### src/shared/mscfg_defines.vh
// Functional notes
// RULE1: strap short/170k give first family, 270k/open second; 170k/open pick switch sensing.
// RULE2: board fixes strap and table select before start-up, never changes them.
// RULE3: first family applies the fixed negative set-point offset in both tables.
// RULE4: first family: table select open picks eight-bit table, ground the half-step table.
// RULE5: first family: open code input reads one via pull-up, grounded reads zero.
// RULE6: second family: open low-six inputs read zero via pull-down, driven high reads one.
// RULE7: second family: board ties code bit six and table select to signal ground.
// RULE8: second family: top code pin outputs transition flag, held 32 cycles after.
// RULE9: current code picks the reference tap; runtime changes become dynamic transitions.
// RULE10: first family: status output released once soft-start completes.
// RULE11: second family: status output released after soft-start while output in limits.
// RULE12: soft-start pin programs duration in first family, carries reference in second.
// RULE13: strap and table select sampled once after power-up, held until next power-up.
`ifndef MSCFG_DEFINES_VH
`define MSCFG_DEFINES_VH

// ------------------------------------------------------------
// strap levels from the strap comparator
// ------------------------------------------------------------
`define MSCFG_STRAP_SHORT     2'h0
`define MSCFG_STRAP_170K      2'h1
`define MSCFG_STRAP_270K      2'h2
`define MSCFG_STRAP_OPEN      2'h3

// ------------------------------------------------------------
// register byte addresses
// ------------------------------------------------------------
`define MSCFG_ADDR_CTRL       4'h0
`define MSCFG_ADDR_STATUS     4'h4
`define MSCFG_ADDR_IRQ_STAT   4'h8
`define MSCFG_ADDR_IRQ_MASK   4'hC

// ------------------------------------------------------------
// fields, resets and timing
// ------------------------------------------------------------
`define MSCFG_CTRL_RST        4'h0
`define MSCFG_IRQ_W           3
`define MSCFG_IRQ_RST         3'h0
`define MSCFG_IRQ_START       0
`define MSCFG_IRQ_END         1
`define MSCFG_IRQ_PLOSS       2
`define MSCFG_TAIL_CYCLES     6'h20
`define MSCFG_RESP_OKAY       2'h0
`define MSCFG_RESP_SLVERR     2'h2
`define MSCFG_LOW_SIX_PAD     2'h0

`endif

### src/core/mscfg_top.v
// Added by the designer: the AXI4-Lite interface to the registers and the register addresses.
`timescale 1ns/1ps
`include "mscfg_defines.vh"

module mscfg_top (
	input  wire        i_clk_sys,
	input  wire        i_srst,
	input  wire        i_ce,
	// board strap network and code pins
	input  wire [1:0]  i_strap_level,
	input  wire        i_code_table_select,
	input  wire [7:0]  i_voltage_code_level,
	input  wire [7:0]  i_voltage_code_driven,
	// analog loop status
	input  wire        i_softstart_done,
	input  wire        i_output_in_limits,
	// axi4-lite slave
	input  wire [3:0]  i_s_axi_awaddr,
	input  wire        i_s_axi_awvalid,
	output wire        o_s_axi_awready,
	input  wire [31:0] i_s_axi_wdata,
	input  wire [3:0]  i_s_axi_wstrb,
	input  wire        i_s_axi_wvalid,
	output wire        o_s_axi_wready,
	output reg  [1:0]  o_s_axi_bresp,
	output reg         o_s_axi_bvalid,
	input  wire        i_s_axi_bready,
	input  wire [3:0]  i_s_axi_araddr,
	input  wire        i_s_axi_arvalid,
	output wire        o_s_axi_arready,
	output reg  [31:0] o_s_axi_rdata,
	output reg  [1:0]  o_s_axi_rresp,
	output reg         o_s_axi_rvalid,
	input  wire        i_s_axi_rready,
	// configuration outputs
	output reg         o_config_valid,
	output reg         o_family_second,
	output reg         o_sense_switch,
	output reg         o_table_eight_bit,
	output reg         o_setpoint_offset_en,
	output reg         o_softstart_program_en,
	output reg         o_ref_out_en,
	output reg  [7:0]  o_ref_tap,
	// top code pin as transition flag output
	output reg         o_code_transition_flag,
	output reg         o_code_transition_flag_oe,
	// open-drain status pin, pulled low while enabled
	output wire        o_softstart_done_or_power_ok,
	output reg         o_softstart_done_or_power_ok_oe,
	output wire        o_irq
);

	// ------------------------------------------------------------
	// registers
	// ------------------------------------------------------------
	reg        aw_held_r;
	reg [3:0]  aw_addr_r;
	reg        w_held_r;
	reg [31:0] w_data_r;
	reg [3:0]  w_strb_r;
	reg [3:0]  step_div_r;
	reg [3:0]  step_cnt_r;
	reg [`MSCFG_IRQ_W-1:0] irq_stat_r;
	reg [`MSCFG_IRQ_W-1:0] irq_mask_r;
	reg        cfg_armed_r;
	reg [7:0]  target_r;
	reg [5:0]  tail_cnt_r;
	reg        moving_r;
	reg        power_ok_r;

	reg [7:0]  code_nxt;
	reg [`MSCFG_IRQ_W-1:0] irq_set_nxt;
	reg [31:0] rdata_nxt;
	reg [1:0]  rresp_nxt;

	wire       wr_fire;
	wire       rd_fire;
	wire       moving_now;
	wire       step_tick;
	wire       power_ok_now;
	wire [7:0] code_decoded;

	// ------------------------------------------------------------
	// code pin interpretation
	// ------------------------------------------------------------
	genvar gi;
	generate
		for (gi = 0; gi < 8; gi = gi + 1) begin : g_pad
			// open pad reads one in first family, zero in second
			assign code_decoded[gi] = i_voltage_code_driven[gi] ? i_voltage_code_level[gi]
				: ~o_family_second; // RULE5 RULE6
		end
	endgenerate

	// code seen by the divider, bit six and top bit unused in second family
	always @* begin
		if (o_family_second) begin
			code_nxt = {`MSCFG_LOW_SIX_PAD, code_decoded[5:0]}; // RULE6 RULE7
		end else begin
			code_nxt = code_decoded; // RULE5
		end
	end

	// ------------------------------------------------------------
	// one-time configuration capture
	// ------------------------------------------------------------
	always @(posedge i_clk_sys) begin
		if (i_srst) begin
			cfg_armed_r            <= 1'b0;
			o_config_valid         <= 1'b0;
			o_family_second        <= 1'b0;
			o_sense_switch         <= 1'b0;
			o_table_eight_bit      <= 1'b0;
			o_setpoint_offset_en   <= 1'b0;
			o_softstart_program_en <= 1'b0;
			o_ref_out_en           <= 1'b0;
		end else if (i_ce) begin
			cfg_armed_r <= 1'b1;
			// capture once, one cycle after reset release
			if (cfg_armed_r && !o_config_valid) begin
				o_config_valid         <= 1'b1; // RULE13 RULE2
				o_family_second        <= (i_strap_level == `MSCFG_STRAP_270K) ||
					(i_strap_level == `MSCFG_STRAP_OPEN); // RULE1
				o_sense_switch         <= (i_strap_level == `MSCFG_STRAP_170K) ||
					(i_strap_level == `MSCFG_STRAP_OPEN); // RULE1
				o_table_eight_bit      <= i_code_table_select; // RULE4
				o_setpoint_offset_en   <= (i_strap_level == `MSCFG_STRAP_SHORT) ||
					(i_strap_level == `MSCFG_STRAP_170K); // RULE3
				o_softstart_program_en <= (i_strap_level == `MSCFG_STRAP_SHORT) ||
					(i_strap_level == `MSCFG_STRAP_170K); // RULE12
				o_ref_out_en           <= (i_strap_level == `MSCFG_STRAP_270K) ||
					(i_strap_level == `MSCFG_STRAP_OPEN); // RULE12
			end
		end
	end

	// ------------------------------------------------------------
	// reference tap and dynamic transitions
	// ------------------------------------------------------------
	assign moving_now = (o_ref_tap != target_r);
	assign step_tick  = (step_cnt_r == step_div_r);

	// tap walks one step per interval toward the sampled code
	always @(posedge i_clk_sys) begin
		if (i_srst) begin
			target_r   <= 8'h00;
			o_ref_tap  <= 8'h00;
			step_cnt_r <= 4'h0;
			moving_r   <= 1'b0;
			tail_cnt_r <= 6'h00;
		end else if (i_ce && o_config_valid) begin
			target_r <= code_nxt; // RULE9
			moving_r <= moving_now;
			// first code after capture walks from tap zero like any other change
			if (moving_now) begin
				step_cnt_r <= step_tick ? 4'h0 : step_cnt_r + 4'h1;
				if (step_tick) begin
					o_ref_tap <= (target_r > o_ref_tap) ? o_ref_tap + 8'h01
						: o_ref_tap - 8'h01; // RULE9
				end
			end else begin
				step_cnt_r <= 4'h0;
			end
			// flag tail after the tap settles
			if (moving_r && !moving_now) begin
				tail_cnt_r <= `MSCFG_TAIL_CYCLES; // RULE8
			end else if (tail_cnt_r != 6'h00) begin
				tail_cnt_r <= tail_cnt_r - 6'h01;
			end
		end
	end

	// top code pin driven only in second family; moving_r bridges the edge before the tail loads
	always @(posedge i_clk_sys) begin
		if (i_srst) begin
			o_code_transition_flag    <= 1'b0;
			o_code_transition_flag_oe <= 1'b0;
		end else if (i_ce) begin
			o_code_transition_flag_oe <= o_config_valid && o_family_second; // RULE8
			o_code_transition_flag    <= o_config_valid && o_family_second &&
				(moving_now || moving_r || tail_cnt_r != 6'h00); // RULE8
		end
	end

	// ------------------------------------------------------------
	// soft-start end or power-ok pin
	// ------------------------------------------------------------
	assign power_ok_now = o_family_second ? (i_softstart_done && i_output_in_limits) // RULE11
		: i_softstart_done; // RULE10
	assign o_softstart_done_or_power_ok = 1'b0;

	// pin held low until released
	always @(posedge i_clk_sys) begin
		if (i_srst) begin
			power_ok_r                      <= 1'b0;
			o_softstart_done_or_power_ok_oe <= 1'b1;
		end else if (i_ce) begin
			power_ok_r                      <= o_config_valid && power_ok_now;
			o_softstart_done_or_power_ok_oe <= !(o_config_valid && power_ok_now); // RULE10 RULE11
		end
	end

	// ------------------------------------------------------------
	// interrupt events
	// ------------------------------------------------------------
	always @* begin
		irq_set_nxt = `MSCFG_IRQ_RST;
		irq_set_nxt[`MSCFG_IRQ_START] = !moving_r && moving_now && o_config_valid;
		irq_set_nxt[`MSCFG_IRQ_END]   = o_family_second ? (tail_cnt_r == 6'h01) : (moving_r && !moving_now);
		irq_set_nxt[`MSCFG_IRQ_PLOSS] = power_ok_r && !power_ok_now;
	end

	assign o_irq = |(irq_stat_r & irq_mask_r);

	// ------------------------------------------------------------
	// axi4-lite write channel
	// ------------------------------------------------------------
	assign o_s_axi_awready = !aw_held_r && !o_s_axi_bvalid;
	assign o_s_axi_wready  = !w_held_r && !o_s_axi_bvalid;
	assign wr_fire         = aw_held_r && w_held_r && !o_s_axi_bvalid;

	// address and data latched independently, applied together
	always @(posedge i_clk_sys) begin
		if (i_srst) begin
			aw_held_r      <= 1'b0;
			aw_addr_r      <= 4'h0;
			w_held_r       <= 1'b0;
			w_data_r       <= 32'h00000000;
			w_strb_r       <= 4'h0;
			o_s_axi_bvalid <= 1'b0;
			o_s_axi_bresp  <= `MSCFG_RESP_OKAY;
			step_div_r     <= `MSCFG_CTRL_RST;
			irq_mask_r     <= `MSCFG_IRQ_RST;
			irq_stat_r     <= `MSCFG_IRQ_RST;
		end else if (i_ce) begin
			if (i_s_axi_awvalid && o_s_axi_awready) begin
				aw_held_r <= 1'b1;
				aw_addr_r <= i_s_axi_awaddr;
			end
			if (i_s_axi_wvalid && o_s_axi_wready) begin
				w_held_r <= 1'b1;
				w_data_r <= i_s_axi_wdata;
				w_strb_r <= i_s_axi_wstrb;
			end
			if (o_s_axi_bvalid && i_s_axi_bready) begin
				o_s_axi_bvalid <= 1'b0;
			end
			// hardware set wins over write-one clear
			irq_stat_r <= irq_stat_r | irq_set_nxt;
			if (wr_fire) begin
				aw_held_r      <= 1'b0;
				w_held_r       <= 1'b0;
				o_s_axi_bvalid <= 1'b1;
				o_s_axi_bresp  <= `MSCFG_RESP_OKAY;
				if (aw_addr_r == `MSCFG_ADDR_CTRL) begin
					if (w_strb_r[0]) step_div_r <= w_data_r[3:0];
				end else if (aw_addr_r == `MSCFG_ADDR_IRQ_STAT) begin
					if (w_strb_r[0]) irq_stat_r <= (irq_stat_r & ~w_data_r[`MSCFG_IRQ_W-1:0]) | irq_set_nxt;
				end else if (aw_addr_r == `MSCFG_ADDR_IRQ_MASK) begin
					if (w_strb_r[0]) irq_mask_r <= w_data_r[`MSCFG_IRQ_W-1:0];
				end else if (aw_addr_r == `MSCFG_ADDR_STATUS) begin
					o_s_axi_bresp <= `MSCFG_RESP_OKAY;
				end else begin
					o_s_axi_bresp <= `MSCFG_RESP_SLVERR;
				end
			end
		end
	end

	// ------------------------------------------------------------
	// axi4-lite read channel
	// ------------------------------------------------------------
	assign o_s_axi_arready = !o_s_axi_rvalid;
	assign rd_fire         = i_s_axi_arvalid && o_s_axi_arready;

	// read mux
	always @* begin
		rdata_nxt = 32'h00000000;
		rresp_nxt = `MSCFG_RESP_OKAY;
		if (i_s_axi_araddr == `MSCFG_ADDR_CTRL) begin
			rdata_nxt[3:0] = step_div_r;
		end else if (i_s_axi_araddr == `MSCFG_ADDR_STATUS) begin
			rdata_nxt[7:0]   = o_ref_tap;
			rdata_nxt[15:8]  = target_r;
			rdata_nxt[16]    = o_config_valid;
			rdata_nxt[17]    = o_family_second;
			rdata_nxt[18]    = o_sense_switch;
			rdata_nxt[19]    = o_table_eight_bit;
			rdata_nxt[20]    = o_code_transition_flag;
			rdata_nxt[21]    = power_ok_r;
			rdata_nxt[22]    = moving_r;
		end else if (i_s_axi_araddr == `MSCFG_ADDR_IRQ_STAT) begin
			rdata_nxt[`MSCFG_IRQ_W-1:0] = irq_stat_r;
		end else if (i_s_axi_araddr == `MSCFG_ADDR_IRQ_MASK) begin
			rdata_nxt[`MSCFG_IRQ_W-1:0] = irq_mask_r;
		end else begin
			rresp_nxt = `MSCFG_RESP_SLVERR;
		end
	end

	// one read answer at a time
	always @(posedge i_clk_sys) begin
		if (i_srst) begin
			o_s_axi_rvalid <= 1'b0;
			o_s_axi_rdata  <= 32'h00000000;
			o_s_axi_rresp  <= `MSCFG_RESP_OKAY;
		end else if (i_ce) begin
			if (rd_fire) begin
				o_s_axi_rvalid <= 1'b1;
				o_s_axi_rdata  <= rdata_nxt;
				o_s_axi_rresp  <= rresp_nxt;
			end else if (o_s_axi_rvalid && i_s_axi_rready) begin
				o_s_axi_rvalid <= 1'b0;
			end
		end
	end

endmodule // mscfg_top

### config.mk
export PLATFORM = sky130hd
export DESIGN_NAME = mscfg_top
export DESIGN_NICKNAME = d
export VERILOG_FILES = /design/src/core/mscfg_top.v
export VERILOG_INCLUDE_DIRS = /design/src /design/src/shared
export SDC_FILE = /design/constraint.sdc
export NUM_CORES = 1
export LEC_CHECK = 0
export BUFFER_PORTS_ARGS = -buffer_cell sky130_fd_sc_hd__buf_4
export CAP_MARGIN = 20
export CORE_MARGIN = 5
export CORE_UTILIZATION = 54
export DETAILED_ROUTE_END_ITERATION = 8
export PLACE_DENSITY = 0.85
export SLEW_MARGIN = 20
export SYNTH_ARGS = -nofsm -noshare
export SYNTH_HDL_FRONTEND = slang
export SYNTH_SLANG_ARGS = --single-unit
### constraint.sdc
create_clock -name i_clk_sys -period 5.75 [get_ports i_clk_sys]
set_input_delay 0.8625 -clock i_clk_sys [delete_from_list [all_inputs] [get_ports i_clk_sys]]
set_output_delay 0.8625 -clock i_clk_sys [all_outputs]
set_load 0.01 [all_outputs]
==> results of run 1 <==
==> sequential cells by signal (all words and copies together), names as in the netlist, 3 cells and up <==
name and cells:
aw_addr_r 4, irq_mask_r 3, irq_stat_r 3, o_ref_tap 8, o_s_axi_rdata 23, step_cnt_r 4
step_div_r 4, tail_cnt_r 6, target_r 8, w_data_r 4
==> stage by stage <==
stage	hold WS (ps)	util, %
6_report	475.9	66.86
2_1_floorplan	456.3	-
3_5_place_dp	462.9	64.03
5_1_grt	520.4	66.86
4_1_cts	477.0	66.79
3_3_place_gp	455.8	64.03
==> power groups by stage <==
stage / sequential (mW) / clock [mW] / combinational, mW
3_5_place_dp: 0.637 / 0 / 0.227
3_3_place_gp: 0.636 / 0 / 0.217
2_1_floorplan: 0.635 / 0 / 0.164
5_1_grt: 0.626 / 0.456 / 0.256
6_report: 0.624 / 0.424 / 0.227
4_1_cts: 0.623 / 0.432 / 0.228
==> kinds of logic after synthesis <==
family,after synthesis,share of synthesized area (%)
xor+xnor,15,3.308
fa+ha+maj,18,5.860
other cells,1,0.09443
compound gates,85,14.81
buf+inv,51,6.459
simple gates,161,19.19
mux,29,7.435
flops,85,42.85
==> worst max path at each step <==
stage,startpoint,endpoint,slack [ps],cells past startpoint
2_1_floorplan,o_ref_tap[1],o_ref_tap[7],2590,14
3_3_place_gp,o_ref_tap[1],o_ref_tap[7],2350,14
3_5_place_dp,o_ref_tap[1],o_ref_tap[7],2200,14
4_1_cts,o_ref_tap[1],o_ref_tap[7],2190,14
5_1_grt,o_ref_tap[1],o_ref_tap[7],1920,14
6_report,o_ref_tap[1],o_ref_tap[7],2220,14
==> per-layer routing <==
layer / vias to the layer above / wire (microns) / GRT usage [%]
li1: 1681 / - / -
met1: 1615 / 3881 / 25.00
met2: 113 / 4712 / 37.00
met3: 19 / 742 / 5.395
met4: 0 / 172 / 9.597
met5: - / 0 / 0
==> final cells by class <==
type | count | area (sq um)
Clock buffer | 9 | 123.9
Clock inverter | 7 | 75.07
Fill cell | 594 | 2391
Inverter | 17 | 63.81
Multi-Input combinational cell | 320 | 2059
Sequential cell | 85 | 1702
Tap cell | 99 | 123.9
Timing Repair Buffer | 90 | 675.6
==> synth_stat cells (all sizes together) (2+ instances only) <==
cell and number:
nand3 8, and3 2, a21o 2, nand2b 3, mux2 4, nor4 3
a221oi 3, nor2 97, nand4 3, nor3 13, nand2 15, clkbuf 15
dfxtp 85, a211oi 14, buf 19, a22oi 21, o21ai 6, mux2i 25
a22o 3, nor2b 4, o211ai 2, xnor2 6, nor4b 3, xor2 9
a21oi 23, o21bai 2, o21a 3, a32oi 2, inv 17, ha 17
==> worst max-delay path, stage by stage, from the launching register on <==
cell      delay [ps]
dfxtp_1          470
inv_1            100
ha_1             320
nor2b_1          140
o211ai_1         150
a21oi_1           90
a211oi_1         350
or2_2            280
ha_1             270
a211oi_1         220
o21ai_0          170
o21ai_0          250
nand3_1          110
mux2i_1          170
mux2_2           350
==> out/qor.yml, run 1 <==
timing:
  maxSlewViolCount: 0
  fin_crit_ps: 3531
  fin_ws_ps: 2219
  period_share_pct: 61.40
  worstMarginPinSlew_ps: 870.0
  setup_tns_ps: 0
  hold_viol: 0
  clock_skew_ps: 8.664
  rsz0062_at_grt: "no"
  clock.fmax_mhz: 283.2
  finalSetupViolCount: 0
  relSlewSlack_pct: 41.85
setup_path:
  crit_type: "register to register"
  rrSetupSlack_ps: 2220
  cp.required_ps: 6000
  r2r_start: "o_ref_tap[1]"
  crit_fanout: 7
  worstPathArrival_ps: 3780
  cp-start-kind: "register"
  rr_worst_depth: 14
  endpoint_kind: "register"
  r2r-end: "o_ref_tap[7]"
grt:
  grt_antenna_before_repair: 0
  overflow: 0
  grt_pass1_vias: 3405
  grt_max_degree: 83
  track_usage_pct: 21.45
  grt_pass1_wl_mm: 15.58
power_and_ir_drop:
  p_leak_nw: 2.000
  p_int_mw: 0.9120
  combPwrFrac_pct: 17.8
  fin_total_pwr_mw: 1.275
  sequentialPowerShare_pct: 48.9
  switching_share_pct: 28.45
  power_density_nw_per_um2: 264.2
  pwr-share-clk_pct: 33.3
  power_switching_mw: 0.3626
  ir_drop_uv: 166.8
cells_and_area:
  stdcell_area_sq_um: 4823
  drive_above_1_share_pct: 22.92
  diodes: 0
  areaGrowthSynthToFinish_pct: 21.46
  final_cell_mix: "nor2_1, buf_4, dfxtp_1"
  fin_cells: 627
  num-nets-final: 614
  mostFrequentLayoutCell: "nor2_1"
cts:
  clock_sinks: 85
  cts_made_buffers: 9
  clock_path_buffers: 2
  cts_tree: "built"
  insertion_delay_ps: 360
  clk_pin_slew_worst_paths_ps: 90
  holdBufCountCts: 0
  post-cts-setup-buffer-count: 0
  cts_resized: 0
  htreeDepth: 3
  cts_root_buf: "clkbuf_8"
floorplan:
  core_area_sq_um: 7214
  initial_core_util_pct: 55.05
  die_h_microns: 95.76
  io_pins: 134
  die_w_microns: 95.76
  rows: 31
  dieArea_sq_um: 9169
min_path:
  worstHoldPathType: "register to register"
  min_from: "o_code_transition_flag_oe"
  hold_end: "o_code_transition_flag_oe"
  min_path_cells: 2
logic_synthesis:
  async_reset_ff_share_pct: 0
  synth_cell_types: 53
  synth.largest_area_cell: "dfxtp_1"
  synth_top_area_share_pct: 42.85
  ys.flop_type: "dfxtp_1"
  yosysSeqAreaShare_pct: 42.85
  syn_inst: 445
  ys_ff_latch: 85
  synth-edff-count: 0
  synth_area_sq_um: 3971
  synth.area.top_cells: "dfxtp_1, nor2_1, mux2i_1, ha_1, a22oi_1"
  yosys_warnings: 0
  syn_avg_cell_area_sq_um: 8.924
place:
  portBuffers: 90
  place_area_sq_um: 4619
  dp_slack_ps: 2201
  hpwl_mm: 6.878
  dp.cells: 611
  place_congestion: 0.8299
detailed_routing:
  drt-wirelength-per-cell_microns: 15.16
  routed_wl_mm: 9.508
  drt_iter0_drc: 160
  drt-vias-per-instance: 5.467
  postRouteAntennaNets: 0
  firstDrtPassIters: 5
  route.detailed.drc: 0
  num_vias: 3428
run:
  drv_cap: 0
outcome:
  status: "completed"
Power figures use the tool's default switching activity.
==> run 2: changes to the inputs <==
--- a/config.mk
+++ b/config.mk
@@ -6,12 +6,13 @@
 export SDC_FILE = /design/constraint.sdc
 export NUM_CORES = 1
 export LEC_CHECK = 0
+export ABC_AREA = 1
 export BUFFER_PORTS_ARGS = -buffer_cell sky130_fd_sc_hd__buf_4
 export CAP_MARGIN = 20
 export CORE_MARGIN = 5
-export CORE_UTILIZATION = 54
+export CORE_UTILIZATION = 46
 export DETAILED_ROUTE_END_ITERATION = 8
-export PLACE_DENSITY = 0.85
+export PLACE_DENSITY = 0.76
 export SLEW_MARGIN = 20
 export SYNTH_ARGS = -nofsm -noshare
 export SYNTH_HDL_FRONTEND = slang
==> constraint.sdc (replaced) <==
create_clock -name i_clk_sys -period 3.1 [get_ports i_clk_sys]
set_input_delay 0.465 -clock i_clk_sys [delete_from_list [all_inputs] [get_ports i_clk_sys]]
set_output_delay 0.465 -clock i_clk_sys [all_outputs]
set_load 0.01 [all_outputs]
==> run 2 against run 1 <==
Net effect: register-to-register slack worse by 1900 ps; clock skew is 3.8 ps lower; cell count increased by 18%; clock power up 98%.
==> out/qor.yml, run 2 <==
setup_path:
  critPathMaxStageDelay_ps: 410  # -60 ps
  endpoint_kind: "register"
  cp_slowest_cell: "dfxtp_1"
  worstPathArrival_ps: 3030  # -750 ps
  r2r-end: "o_ref_tap[7]"
  crit_fanout: 8  # +1
  crit_type: "register to register"
  r2r_start: "o_ref_tap[7]"
  path_buf_inv: 1  # unchanged
  crit_chain: "inv_1, ha_1, a21o_2, nor2_1, nand2_1, nand2_2, ha_1, a21oi_1, nand2_1, a21oi_1, nand3_1, nand2_1, nor2_1, nor2_1, nor2_1"
  cp_common_cell: "nor2_1"
  rr_worst_depth: 15  # +1
  cpLargestDelayFamily: "simple AND/OR/NAND/NOR gates"
  cp-start-kind: "register"
  rrSetupSlack_ps: 320  # -1900 ps
  cp.required_ps: 3350  # -2650 ps
logic_synthesis:
  async_reset_ff_share_pct: 0  # unchanged
  yosysSeqAreaShare_pct: 40.50  # -2.3 points
  syn_avg_cell_area_sq_um: 7.681  # -14%
  yosys.area_share.simple_pct: 18.40  # -0.78 points
  synthXorXnorAreaFrac_pct: 3.633  # +0.32 points
  yosys_warnings: 0  # unchanged
  ys.flop_type: "dfxtp_1"
  ys_ff_latch: 85  # unchanged
  synth_cell_types: 40  # -25%
  ys_top_cells_by_count: "dfxtp_1, inv_1, nand2_1, a21oi_1, o21ai_0"
  synth.largest_area_cell: "dfxtp_1"
  synth.area.top_cells: "dfxtp_1, inv_1, a21oi_1, nand2_1, o21ai_0"
  synth_area_sq_um: 4202  # +5.8%
  yosysMostFrequentCell: "dfxtp_1"
  synth_top_family_by_area: "compound AO/OA/AOI/OAI gates"
  muxShareOfSynthArea_pct: 0  # -7.4 points
  syn_inst: 547  # +23%
  synth-compound-area-share_pct: 19.77  # +5.0 points
  synth-edff-count: 0  # unchanged
  synth_top_area_share_pct: 40.50  # -2.3 points
  synth_fa_ha_area_share_pct: 5.539  # -0.32 points
timing:
  period_share_pct: 89.56  # +28 points
  rsz0062_at_grt: "no"
  clock.fmax_mhz: 360.2  # +27%
  relSlewSlack_pct: 65.34  # +23 points
  maxSlewViolCount: 0  # unchanged
  hold_viol: 0  # unchanged
  clock_skew_ps: 4.827  # -3.837 ps
  fin_crit_ps: 2776  # -754.2 ps
  worstMarginPinSlew_ps: 519.2  # -350.8 ps
  finalSetupViolCount: 0  # unchanged
  setup_tns_ps: 0  # unchanged
grt:
  top_usage_layer: "met2"
  grt_pass1_vias: 3671  # +7.8%
  use_met1_pct: 21.65  # -3.3 points
  grt_pass1_wl_mm: 16.68  # +7.1%
  grt_max_degree: 49  # -41%
  grt_antenna_before_repair: 0  # unchanged
  track_usage_pct: 18.11  # -3.3 points
  overflow: 0  # unchanged
  met3_usage_pct: 4.034  # -1.4 points
  grt.met2_usage_pct: 32.19  # -4.8 points
cells_and_area:
  areaGrowthSynthToFinish_pct: 21.26
  diodes: 0  # unchanged
  largest_register: "o_s_axi_rdata"
  reg.largest.list: "o_s_axi_rdata: 23 flops, o_ref_tap: 8 flops, target_r: 8 flops"
  drive_above_1_share_pct: 22.24  # -0.68 points
  num-nets-final: 721  # +17%
  mostFrequentLayoutCell: "buf_4"
  largest_register_ffs: 23  # unchanged
  nFillCells: 789  # +33%
  final_cell_mix: "buf_4, dfxtp_1, inv_1"
cts:
  clock_path_buffers: 2  # unchanged
  post-cts-setup-buffer-count: 0  # unchanged
  clock_sinks: 85  # unchanged
  insertion_delay_ps: 350  # about the same
  cts_tree: "built"
  htreeDepth: 3  # unchanged
  cts_root_buf: "clkbuf_8"
  clk_pin_slew_worst_paths_ps: 80  # about the same
  holdBufCountCts: 0  # unchanged
  cts_resized: 0  # unchanged
  cts_made_buffers: 9  # unchanged
outcome:
  status: "completed"
floorplan:
  dieArea_sq_um: 11150  # +22%
  io_pins: 134  # unchanged
  core_area_sq_um: 8806  # +22%
  initial_core_util_pct: 47.71  # -7.3 points
  die_h_microns: 105.6  # +10%
  die_w_microns: 105.6  # +10%
  rows: 34  # +9.7%
min_path:
  min_path_cells: 3  # +1
  hold_end: "w_data_r[3]"
  worstHoldPathType: "input pin to register"
  min_from: "i_s_axi_wdata[3]"
detailed_routing:
  firstDrtPassIters: 5  # unchanged
  route.detailed.drc: 0  # unchanged
  routed_wl_mm: 10.12  # +6.4%
  num_vias: 3756  # +9.6%
  drt_iter0_drc: 161  # +0.63%
  postRouteAntennaNets: 0  # unchanged
  drt-wirelength-per-cell_microns: 13.64  # -10%
  drt-vias-per-instance: 5.062  # -7.4%
place:
  portBuffers: 90  # unchanged
  hpwl_mm: 7.519  # +9.3%
  place_congestion: 0.8694  # +4.8%
power_and_ir_drop:
  power_density_nw_per_um2: 499.5  # +89%
  p_leak_nw: 2.336  # +17%
  ir_drop_uv: 231.5  # +39%
  fin_total_pwr_mw: 2.545  # +100%
run:
  drv_cap: 0  # unchanged
[run 2: report_power, final]
group	switching, mW	internal [mW]
combinational	0.308	0.217
clock	0.388	0.451
sequential	0.0379	1.14
total	0.735	1.81
[run 2: worst max path at each step]
stage                     cells after the start      endpoint  slack [ps]         start
final                                        15  o_ref_tap[7]         320  o_ref_tap[7]
after global routing                         18  o_ref_tap[7]          70  o_ref_tap[2]
after CTS                                    18  o_ref_tap[7]         230  o_ref_tap[1]
after detailed placement                     18  o_ref_tap[7]         240  o_ref_tap[1]
after global placement                       18  o_ref_tap[7]         380  o_ref_tap[1]
after floorplan                              15  o_ref_tap[7]         600  o_ref_tap[7]
[run 2: stage by stage]
| stage | hold slack, ps | cell area, sq um | worst slack, ps | instances | util, % |
|---|---|---|---|---|---|
| after global routing | 365.7 | 5095 | 69.37 | 742 | 57.86 |
| after CTS | 345.3 | 5091 | 228.2 | 742 | 57.81 |
| after floorplan | 436.4 | 4243 | 602.7 | 558 | - |
| after detailed placement | 449.7 | 4886 | 241.7 | 727 | 55.48 |
| final | 360.4 | 5095 | 323.6 | 742 | 57.86 |
| after global placement | 444.8 | 4886 | 378.6 | 727 | 55.48 |
[run 2: area by class of cell]
cell class,instances,area (sq um),area share [%]
tap,108,135.1,2.652
clock inverter,4,73.82,1.449
sequential,85,1703,33.42
clock buffer,11,131.4,2.579
multi-input combinational,358,2037,39.98
timing repair buffer,94,705.7,13.85
inverter,82,309.0,6.066
[run 2: logic make-up after synthesis]
| logic type | Yosys count |
|---|---|
| compound gates | 148 |
| xor+xnor | 14 |
| fa+ha+maj | 18 |
| buf+inv | 115 |
| flops | 85 |
| other cells | 1 |
| simple gates | 166 |
[run 2: metal layers]
metal / up-vias / wire length (microns)
li1: 1937 / -
met1: 1688 / 4209
met2: 122 / 5118
met3: 9 / 684
met4: 0 / 108
met5: - / 0
[run 2: worst reg2reg max path, delay by kind of cell, from the launching register on]
family / cells / cell delay (ps)
adder cells (fa/ha/maj): 2 / 640
buffers and inverters: 1 / 90
AND/OR/NAND/NOR: 9 / 950
AO/OA/AOI/OAI: 3 / 600
flip-flops: 1 / 410
==> run 3: changes to the inputs <==
--- a/config.mk
+++ b/config.mk
@@ -6,11 +6,10 @@
 export SDC_FILE = /design/constraint.sdc
 export NUM_CORES = 1
 export LEC_CHECK = 0
-export ABC_AREA = 1
 export BUFFER_PORTS_ARGS = -buffer_cell sky130_fd_sc_hd__buf_4
 export CAP_MARGIN = 20
 export CORE_MARGIN = 5
-export CORE_UTILIZATION = 46
+export CORE_UTILIZATION = 45
 export DETAILED_ROUTE_END_ITERATION = 8
 export PLACE_DENSITY = 0.76
 export SLEW_MARGIN = 20
==> run 3 against run 2 <==
Net effect: combinational power decreased by 1%; via count decreased by 8.2%; wire length decreased by 5.8%; setup slack got worse by 170 ps; sequential power about the same; critical path depth decreased by 1; critical endpoint unchanged; cell count decreased by 12%; count of clock-buffer cells in the layout decreased by 2; die area decreased by 3.1%; power decreased by 3.6%; cell area decreased by 1.8%; global-route usage decreased by 0.90 points.
==> out/qor.yml, run 3 (synthesis gave the netlist of run 1 again) <==
detailed_routing:
  top_layer: "met4"
  routed_wl_mm: 9.536  # -5.8%
  num_vias: 3449  # -8.2%
  drt-wirelength-per-cell_microns: 14.60  # +7.1%
  postRouteAntennaNets: 0  # unchanged
  firstDrtPassIters: 5  # unchanged
  met3_length_microns: 791  # +16%
  drt-vias-per-instance: 5.282  # +4.3%
  route.detailed.drc: 0  # unchanged
  drt_iter0_drc: 173  # +7.5%
  wl_met2_mm: 4.655  # -9.0%
  drt-met1-wl_mm: 3.982  # -5.4%
cts:
  clock_path_buffers: 2  # unchanged
  holdBufCountCts: 0  # unchanged
  cts_root_buf: "clkbuf_8"
  clk_pin_slew_worst_paths_ps: 90  # about the same
  clock_sinks: 85  # unchanged
  insertion_delay_ps: 350  # about the same
  htreeDepth: 3  # unchanged
  cts_tree: "built"
  cts_made_buffers: 9  # unchanged
place:
  dp_slack_ps: 8.196  # -233.5 ps
  hpwl_mm: 6.836  # -9.1%
  portBuffers: 90  # unchanged
  place_congestion: 0.7889  # -9.3%
  dp.cells: 636  # -13%
  place_area_sq_um: 4752  # -2.7%
setup_path:
  cp-start-kind: "register"
  worstPathArrival_ps: 3190  # +160 ps
  crit_type: "register to register"
  cp.required_ps: 3340  # about the same
  crit_fanout: 5  # -3
  endpoint_kind: "register"
floorplan:
  dieArea_sq_um: 10800  # -3.1%
  initial_core_util_pct: 45.76  # -2.0 points
  core_area_sq_um: 8678  # -1.4%
  die_w_microns: 103.9  # -1.5%
  die_h_microns: 103.9  # -1.5%
  io_pins: 134  # unchanged
  rows: 34  # unchanged
timing:
  fin_crit_ps: 2944  # +167.8 ps
  worstMarginPinSlew_ps: 897.5  # +378.2 ps
  period_share_pct: 94.98  # +5.4 points
  fin_ws_ps: 155.7  # -167.8 ps
  clock.fmax_mhz: 339.6  # -5.7%
  clock_skew_ps: 13.58  # +8.750 ps
  finalSetupViolCount: 0  # unchanged
  setup_tns_ps: 0  # unchanged
  relSlewSlack_pct: 40.17  # -25 points
  holdWs_ps: 292.8  # -67.59 ps
  hold_viol: 0  # unchanged
  maxSlewViolCount: 0  # unchanged
power_and_ir_drop:
  p_leak_nw: 2.104  # -9.9%
  combPwrFrac_pct: 21.2  # +0.5 points
  power_density_nw_per_um2: 490.4  # -1.8%
  p_int_mw: 1.761  # -2.7%
  sequentialPowerShare_pct: 46.8  # +0.4 points
  ir_drop_uv: 212.0  # -8.4%
  fin_total_pwr_mw: 2.454  # -3.6%
  pwr-share-clk_pct: 32.0  # -1.0 points
  power_switching_mw: 0.6922  # -5.8%
  switching_share_pct: 28.21  # -0.65 points
grt:
  overflow: 0  # unchanged
  grt_antenna_before_repair: 0  # unchanged
  track_usage_pct: 17.21  # -0.90 points
  grt_pass1_wl_mm: 15.69  # -6.0%
  grt_max_degree: 83  # +69%
  grt_pass1_vias: 3323  # -9.5%
cells_and_area:
  mostFrequentLayoutCell: "buf_4"
  final_core_util_pct: 57.66  # -0.20 points
  diodes: 0  # unchanged
  fin_cells: 653  # -12%
  final_cell_mix: "buf_4, nor2_1, dfxtp_1"
  num-nets-final: 631  # -12%
  areaGrowthSynthToFinish_pct: 25.99
  stdcell_area_sq_um: 5004  # -1.8%
  largest_register: "o_s_axi_rdata"
  drive_above_1_share_pct: 26.42  # +4.2 points
  largest_register_ffs: 23  # unchanged
  reg.largest.list: "o_s_axi_rdata: 23 flops, o_ref_tap: 8 flops, target_r: 8 flops"
min_path:
  worstHoldPathType: "input pin to register"
outcome:
  status: "completed"
run:
  drv_cap: 0  # unchanged
-- run 3: timing repair --
| action | in CTS | in global routing |
|---|---|---|
| gates resized for setup | 2 | 7 |
| setup endpoints to repair | 1 | 2 |
| pin swaps | 0 | 2 |
| gates cloned | 0 | 0 |
| buffers inserted | 0 | 1 |
-- run 3: area by class of cell --
class	count	area, sq um
fill	761	3675
multi-input combinational	320	2100
sequential	85	1703
timing repair buffer	107	803.3
tap	108	135.1
clock buffer	9	123.9
clock inverter	7	75.07
inverter	17	63.81
-- run 3: power groups by stage --
stage	clock network [mW]	registers [mW]	logic (mW)
2_1_floorplan	0	1.18	0.304
3_3_place_gp	0	1.17	0.458
3_5_place_dp	0	1.17	0.471
4_1_cts	0.801	1.15	0.482
5_1_grt	0.855	1.15	0.575
6_report	0.785	1.15	0.520
-- run 3: worst max-delay path, cell delays in order, from the launching register on --
cell and delay (ps):
dfxtp_2 330, inv_1 40, ha_1 290, nor2b_1 130
o211ai_1 150, a21oi_1 100, a211oi_2 200, or2_4 220
ha_1 270, a211oi_2 250, o21ai_2 90, o21ai_1 160
nand3_1 90, mux2i_1 150, mux2_2 350
-- run 3: worst paths after layout --
path	start	endpoint	slack (ps)	cells after the start
hold / removal	i_strap_level[1]	o_softstart_program_en	290	2
setup / recovery	o_ref_tap[1]	o_ref_tap[7]	160	14
setup reg to reg	o_ref_tap[1]	o_ref_tap[7]	160	14
hold reg to reg	o_code_transition_flag_oe	o_code_transition_flag_oe	470	2
-- run 3: routing by layer --
layer / GRT usage (%) / up-vias
li1: - / 1716
met1: 21.27 / 1620
met2: 28.64 / 103
met3: 5.835 / 10
met4: 4.533 / 0
met5: 0 / -
